===== config.mk =====
export PLATFORM = sky130hd
export DESIGN_NAME = pdm_ctrl
export DESIGN_NICKNAME = d
export VERILOG_FILES = /design/src/rtl/pdm_ctrl.v /design/src/rtl/pdm_sync.v
export VERILOG_INCLUDE_DIRS = /design/src /design/src/rtl
export SDC_FILE = /design/constraint.sdc
export NUM_CORES = 1
export LEC_CHECK = 0
export ABC_CLOCK_PERIOD_IN_PS = 1800
export BUFFER_PORTS_ARGS = -buffer_cell sky130_fd_sc_hd__buf_4
export CAP_MARGIN = 10
export CELL_PAD_IN_SITES_DETAIL_PLACEMENT = 0
export CELL_PAD_IN_SITES_GLOBAL_PLACEMENT = 1
export CORE_MARGIN = 2
export CORE_UTILIZATION = 41
export DETAILED_ROUTE_END_ITERATION = 10
export MAX_ROUTING_LAYER = met4
export PLACE_DENSITY = 0.8
export REMOVE_ABC_BUFFERS = 1
export SYNTH_ARGS = -nofsm -noshare
export SYNTH_HDL_FRONTEND = slang
export SYNTH_HIERARCHICAL = 1
export SYNTH_SLANG_ARGS = --single-unit
export TNS_END_PERCENT = 5

===== constraint.sdc =====
create_clock -name core_clk_i -period 1.8 [get_ports core_clk_i]
set_input_delay 0.18 -clock core_clk_i [delete_from_list [all_inputs] [get_ports core_clk_i]]
set_output_delay 0.18 -clock core_clk_i [all_outputs]
set_load 0.01 [all_outputs]

===== src/rtl/pdm_defs.vh =====
// constants for the four-channel pin driver mode control block
// What this block does
// (RULE1) control word shifted in msb first
// (RULE2) latches update only on chip-select rising edge
// (RULE3) d7..d4 enable channels one to four
// (RULE4) any channel subset gets same mode bits
// (RULE5) d3 selects low-leakage mode
// (RULE6) d2 d1 are slew code, d2 upper
// (RULE7) termination bit picks term level or high-z
// (RULE8) each channel keeps own four mode bits
// (RULE9) reset sets low-leak, keeps other bits
// (RULE10) low-leak is per channel, writes stay local
// (RULE11) low-leak disables driver, comparators and clamps
// (RULE12) slew code 00..11 gives 100,75,50,25 percent
// (RULE13) receive and drive inputs pick driver level
// (RULE14) clamps connect only in high-impedance state
// (RULE15) eight bits per frame, clock ignored when deselected
// (RULE16) host holds reset from power-up until programming
`ifndef PDM_DEFS_VH
`define PDM_DEFS_VH
`define PDM_WORD_BITS 8
`define PDM_CHANNELS 4
`define PDM_BIT_EN_HI 7
`define PDM_BIT_LOW_LEAK 3
`define PDM_BIT_SLEW_UP 2
`define PDM_BIT_SLEW_LO 1
`define PDM_BIT_TERM 0
`define PDM_MODE_BITS 4
`define PDM_MODE_LEAK 3
`define PDM_MODE_SLEW_UP 2
`define PDM_MODE_SLEW_LO 1
`define PDM_MODE_TERM 0
`define PDM_MODE_RESET 4'h1
`define PDM_SLEW_100 7'h64
`define PDM_SLEW_75 7'h4B
`define PDM_SLEW_50 7'h32
`define PDM_SLEW_25 7'h19
`define PDM_DRV_OFF 5'h01
`define PDM_DRV_HIGH 5'h02
`define PDM_DRV_LOW 5'h04
`define PDM_DRV_TERM 5'h08
`define PDM_DRV_HIZ 5'h10
`endif


===== src/rtl/pdm_ctrl.v =====
// serial mode control and per-channel driver state decode
`timescale 1ns/1ps
`include "pdm_defs.vh"
module pdm_ctrl #(
    parameter CHANNELS = `PDM_CHANNELS
) (
    input wire core_clk_i,
    input wire rst_i,
    input wire ser_clk_i,
    input wire ser_data_i,
    input wire chip_sel_n_i,
    input wire dev_reset_n_i,
    input wire [CHANNELS-1:0] drive_data_i,
    input wire [CHANNELS-1:0] receive_ctrl_in_i,
    output reg [CHANNELS-1:0] low_leak_select_o,
    output reg [CHANNELS-1:0] slew_code_upper_o,
    output reg [CHANNELS-1:0] slew_code_lower_o,
    output reg [CHANNELS-1:0] termination_select_o,
    output reg [7*CHANNELS-1:0] slew_pct_o,
    output reg [5*CHANNELS-1:0] drv_state_o,
    output reg [CHANNELS-1:0] driver_en_o,
    output reg [CHANNELS-1:0] comp_en_o,
    output reg [CHANNELS-1:0] clamp_en_o,
    output reg [3:0] bit_count_o
);
    ////////////////////////////////////////////////////////////////
    // synchronised pins
    wire sclk_rise; // serial clock rising edge
    wire cs_n_lvl; // chip select level, active low
    wire cs_rise; // deselect edge: commit point
    wire cs_fall; // select edge: frame start
    wire sdata; // serial data level
    wire rst_n_lvl; // device reset level, active low
    reg [CHANNELS-1:0] drv_s1; // drive input first stage
    reg [CHANNELS-1:0] drv_s2; // drive input clean
    reg [CHANNELS-1:0] rcv_s1; // receive input first stage
    reg [CHANNELS-1:0] rcv_s2; // receive input clean
    reg [`PDM_WORD_BITS-1:0] serial_control_word; // shift register
    reg [`PDM_WORD_BITS-1:0] sdata_hold; // data aligned to clock edge
    reg [`PDM_MODE_BITS-1:0] mode [0:CHANNELS-1]; // per-channel latches
    // serial clock edge finder
    pdm_sync u_sclk (
        .core_clk_i(core_clk_i),
        .rst_i(rst_i),
        .async_i(ser_clk_i),
        .level_o(),
        .rise_o(sclk_rise),
        .fall_o()
    );
    // chip select edge finder
    pdm_sync u_cs (
        .core_clk_i(core_clk_i),
        .rst_i(rst_i),
        .async_i(~chip_sel_n_i),
        .level_o(),
        .rise_o(cs_fall),
        .fall_o(cs_rise)
    );
    // data path, same latency as the clock edge finder
    pdm_sync u_sdata (
        .core_clk_i(core_clk_i),
        .rst_i(rst_i),
        .async_i(ser_data_i),
        .level_o(sdata),
        .rise_o(),
        .fall_o()
    );
    // device reset, inverted so the synced level reads high when asserted
    wire rst_lvl; // device reset asserted
    pdm_sync u_rst (
        .core_clk_i(core_clk_i),
        .rst_i(rst_i),
        .async_i(~dev_reset_n_i),
        .level_o(rst_lvl),
        .rise_o(),
        .fall_o()
    );
    reg cs_active; // frame in progress, from synced edges
    assign cs_n_lvl = ~cs_active;
    assign rst_n_lvl = ~rst_lvl;
    ////////////////////////////////////////////////////////////////
    // high-speed inputs through two flops
    always @(posedge core_clk_i) begin
        if (rst_i) begin
            drv_s1 <= {CHANNELS{1'b0}};
            drv_s2 <= {CHANNELS{1'b0}};
            rcv_s1 <= {CHANNELS{1'b0}};
            rcv_s2 <= {CHANNELS{1'b0}};
        end else begin
            drv_s1 <= drive_data_i;
            drv_s2 <= drv_s1;
            rcv_s1 <= receive_ctrl_in_i;
            rcv_s2 <= rcv_s1;
        end
    end
    ////////////////////////////////////////////////////////////////
    // shift register and bit counter
    always @(posedge core_clk_i) begin
        if (rst_i) begin
            serial_control_word <= 8'h00;
            bit_count_o <= 4'h0;
            cs_active <= 1'b0;
        end else begin
            if (cs_fall) begin
                // new frame restarts the count
                cs_active <= 1'b1;
                bit_count_o <= 4'h0;
            end else if (cs_rise) begin
                cs_active <= 1'b0;
            end else if (cs_active && sclk_rise) begin
                // shift msb first, one bit per edge [RULE1] [RULE15]
                serial_control_word <= {serial_control_word[6:0], sdata};
                if (bit_count_o != 4'h8) begin
                    bit_count_o <= bit_count_o + 4'h1;
                end
            end
            // edges while deselected are ignored [RULE15]
        end
    end
    ////////////////////////////////////////////////////////////////
    // per-channel mode latches
    genvar ch;
    generate
        for (ch = 0; ch < CHANNELS; ch = ch + 1) begin : g_chan
            // d7 enables channel one, d4 channel four [RULE3]
            wire wr_en = serial_control_word[`PDM_BIT_EN_HI - ch];
            always @(posedge core_clk_i) begin
                if (rst_i) begin
                    mode[ch] <= `PDM_MODE_RESET;
                end else begin
                    if (cs_rise && wr_en) begin
                        // commit only on deselect edge [RULE2] [RULE4] [RULE8] [RULE10]
                        mode[ch] <= {serial_control_word[`PDM_BIT_LOW_LEAK], // [RULE5]
                            serial_control_word[`PDM_BIT_SLEW_UP], // [RULE6]
                            serial_control_word[`PDM_BIT_SLEW_LO],
                            serial_control_word[`PDM_BIT_TERM]}; // [RULE7]
                    end
                    if (!rst_n_lvl) begin
                        // reset forces low leak, other bits kept [RULE9]
                        mode[ch][`PDM_MODE_LEAK] <= 1'b1;
                    end
                end
            end
            ////////////////////////////////////////////////////////
            // driver state decode and outputs
            always @(posedge core_clk_i) begin
                if (rst_i) begin
                    low_leak_select_o[ch] <= 1'b1;
                    slew_code_upper_o[ch] <= 1'b0;
                    slew_code_lower_o[ch] <= 1'b0;
                    termination_select_o[ch] <= 1'b0;
                    slew_pct_o[7*ch +: 7] <= `PDM_SLEW_100;
                    drv_state_o[5*ch +: 5] <= `PDM_DRV_OFF;
                    driver_en_o[ch] <= 1'b0;
                    comp_en_o[ch] <= 1'b0;
                    clamp_en_o[ch] <= 1'b0;
                end else begin
                    low_leak_select_o[ch] <= mode[ch][`PDM_MODE_LEAK];
                    slew_code_upper_o[ch] <= mode[ch][`PDM_MODE_SLEW_UP];
                    slew_code_lower_o[ch] <= mode[ch][`PDM_MODE_SLEW_LO];
                    termination_select_o[ch] <= mode[ch][`PDM_MODE_TERM];
                    // slew percentage lookup [RULE12]
                    case (mode[ch][2:1])
                        2'b00: slew_pct_o[7*ch +: 7] <= `PDM_SLEW_100;
                        2'b01: slew_pct_o[7*ch +: 7] <= `PDM_SLEW_75;
                        2'b10: slew_pct_o[7*ch +: 7] <= `PDM_SLEW_50;
                        default: slew_pct_o[7*ch +: 7] <= `PDM_SLEW_25;
                    endcase
                    if (mode[ch][`PDM_MODE_LEAK]) begin
                        // everything off in low leak [RULE11]
                        drv_state_o[5*ch +: 5] <= `PDM_DRV_OFF;
                        driver_en_o[ch] <= 1'b0;
                        comp_en_o[ch] <= 1'b0;
                        clamp_en_o[ch] <= 1'b0;
                    end else if (!rcv_s2[ch]) begin
                        // drive high or low [RULE13]
                        drv_state_o[5*ch +: 5] <= drv_s2[ch] ? `PDM_DRV_HIGH : `PDM_DRV_LOW;
                        driver_en_o[ch] <= 1'b1;
                        comp_en_o[ch] <= 1'b1;
                        clamp_en_o[ch] <= 1'b0; // [RULE14]
                    end else if (mode[ch][`PDM_MODE_TERM]) begin
                        // termination level [RULE7] [RULE13]
                        drv_state_o[5*ch +: 5] <= `PDM_DRV_TERM;
                        driver_en_o[ch] <= 1'b1;
                        comp_en_o[ch] <= 1'b1;
                        clamp_en_o[ch] <= 1'b0; // [RULE14]
                    end else begin
                        // high impedance, clamps on [RULE14]
                        drv_state_o[5*ch +: 5] <= `PDM_DRV_HIZ;
                        driver_en_o[ch] <= 1'b0;
                        comp_en_o[ch] <= 1'b1;
                        clamp_en_o[ch] <= 1'b1;
                    end
                end
            end
        end
    endgenerate
    // cs_n_lvl kept for readability of frame state
    wire unused_ok = cs_n_lvl;
endmodule // pdm_ctrl


===== src/rtl/pdm_sync.v =====
// two-flop synchroniser with edge flags for one outside level
`timescale 1ns/1ps
module pdm_sync (
    input wire core_clk_i,
    input wire rst_i,
    input wire async_i,
    output reg level_o,
    output wire rise_o,
    output wire fall_o
);
    reg meta; // first stage, read only by level_o
    reg last; // previous synchronised level
    ////////////////////////////////////////////////////////////////
    // capture and delay
    always @(posedge core_clk_i) begin
        if (rst_i) begin
            meta <= 1'b0;
            level_o <= 1'b0;
            last <= 1'b0;
        end else begin
            meta <= async_i;
            level_o <= meta;
            last <= level_o;
        end
    end
    // edges seen on the clean level only
    assign rise_o = level_o & ~last;
    assign fall_o = ~level_o & last;
endmodule // pdm_sync


==> reports/results.txt <==
FF-to-FF Start = bit_count_o[0]
Clock Tree Root = clkbuf_8
Final TNS setup = 0 ns
Num CTS Buffers = 17
Critical path class = reg -> reg
Final Max Tran Viols = 0
Vias = 2724
Post-Route Utilization = 57.4%
Required time worst endpoint = 2.22 ns
Total Routing Usage GR = 13.7%
Post-Synthesis Cell Area = 0.00411 sq mm
Insertion delay to the later sink of the worst-skew pair = 0.49 ns
Worst Path Arrival = 1.83 ns
Post-CTS Setup Bufs = 0
Initial antenna violation count = 0
Htree depth = 4
Lkg Pwr = 2.55 nW
Status = completed
Hold Path Sink = drv_s2[1]
Worst-path clk slew = 0.05 ns
Worst reg2reg path depth = 5
Area Overhead vs Synth = 36.0%
Min cycle time layout = 1.41 ns
Yosys warnings = 6
Critical hold path startpoint = rst_i
Setup-failing EPs final = 0
First-pass GRT wire length = 11400 um
Critical-path maximum fanout = 6
Post-layout net count = 514
Layout cells sized above 1 = 29.6%
Starting Density = 42.2%
Multi-input gate area = 0.00126 sq mm
R2R Setup Slk = 0.39 ns
Mapped Cells = 372
1st-iter DRT viols = 71
GPL Wtd Cong = 0.728
Fin. Hold Viols = 0
# port buffers = 93
Final std cells w/o fill = 626
RSZ-0062 raised after global routing = no
Crit. End Element = flip-flop
Number of max-cap violations = 0
Syn_area_per_cell = 11.0 sq um
Slew @ Worst Pin = 0.476 ns
DR DRC count = 0
Reg area = 0.00262 sq mm
Hold Path Cell Cnt = 2
Post-route ant nets = 0
CTS tree = done
Largest net degree at the start of global routing = 40
# rows = 36
Final Cycle Share = 78.3%
Full die area = 0.0108 sq mm
Clk sinks = 123
CP startpoint kind = flip-flop
DRT Pass-1 Iters = 4
Die height = 104 um
VDD IR-drop max = 542 uV
Power Density = 1170 mW/mm^2
Slew HR = 68.3%
Worst hold path class = in -> reg
RR Endpoint = bit_count_o[0]
Diodes inserted = 0
Vias in the first global route = 2565
Clock Path Buffers = 2
CORE AREA = 0.00973 sq mm
Placed Cells = 583
Post-CTS Resized = 0
Maximum clock rate = 710 MHz
Vias per cell = 4.35
Gr ovfl total = 0
Clk_skew = 0.00408 ns
Drt wl/cell = 10.8 um
Die W = 104 um
Total wire length = 6790 um
DP HPWL = 4600 um
Top Ports = 94
Filler cells = 842
power breakdown:
group / internal (mW) / switching (mW) / total (mW)
registers: 2.89 / 0.0398 / 2.93
logic: 0.193 / 0.173 / 0.365
clock network: 2.12 / 1.12 / 3.24
worst max-delay path, cell delays in order, from the launching register on:
cell	delay [ns]
dfxtp_1	0.40
inv_1	0.06
ha_1	0.21
and3b_1	0.20
or3_1	0.31
a21oi_1	0.15
routing by layer:
metal  global-route usage, %  part of all wire (%)
met1                    14.6                    44
met2                    22.5                    50
met4                    6.27                  0.91
met3                    5.33                   5.2
met5                       -                     0
final cells by class:
| class | instances | area share (%) |
|---|---|---|
| inverters | 26 | 1.75 |
| flip-flops and latches | 123 | 46.9 |
| clock inverters | 13 | 2.66 |
| well taps | 133 | 2.98 |
| clock buffers | 18 | 7.66 |
| multi-input cells | 203 | 22.5 |
| repair buffers | 110 | 15.5 |
worst max-delay path by stage:
stage          cells after the start      startpoint        endpoint  slack [ns]
2_1_floorplan                      4       u_cs/last      mode[0][0]        0.26
3_3_place_gp                       5  bit_count_o[0]  bit_count_o[0]        0.47
3_5_place_dp                       5  bit_count_o[0]  bit_count_o[0]        0.41
4_1_cts                            5  bit_count_o[0]  bit_count_o[0]        0.39
5_1_grt                            4  u_sclk/level_o  bit_count_o[2]        0.27
6_report                           5  bit_count_o[0]  bit_count_o[0]        0.39
flip-flops by register name, summed over array words and instances, names as in the netlist, 4 cells and up:
register and flops:
rcv_s2 4, drv_state_o 16, rcv_s1 4, driver_en_o 4, comp_en_o 4, bit_count_o 4, clamp_en_o 4, termination_select_o 4
mode 16, slew_pct_o 24, slew_code_upper_o 4, slew_code_lower_o 4, low_leak_select_o 4, drv_s1 4, serial_control_word 8, drv_s2 4
metrics by stage:
| step | total power, mW | hold WS, ns | worst slack (ns) | cell area (sq um) |
|---|---|---|---|---|
| after floorplan | 3.14 | 0.242 | 0.263 | 3980 |
| after global placement | 3.34 | 0.392 | 0.473 | 4890 |
| after detailed placement | 3.34 | 0.395 | 0.406 | 4890 |
| after CTS | 6.62 | 0.109 | 0.387 | 5590 |
| after global routing | 6.82 | 0.126 | 0.273 | 5590 |
| final | 6.54 | 0.124 | 0.391 | 5590 |
cells in the final DEF, fill, tap and decap left out, types with 6 or more instances in the layout:
master	count
clkbuf_16	16
nor2_1	46
nand2_1	22
o21ai_0	11
buf_4	97
o21bai_1	7
ha_1	19
dlygate4sd3_1	12
nor2b_1	33
edfxtp_1	16
dfxtp_1	107
and3_1	13
inv_1	24
clkinv_2	6
a21oi_1	11
timing repair:
action	CTS	global route
hold endpoints to repair	12	0
endpoints found under the setup margin	0	0
hold buffers	12	0
No activity file was read; power rests on OpenSTA's default activity.
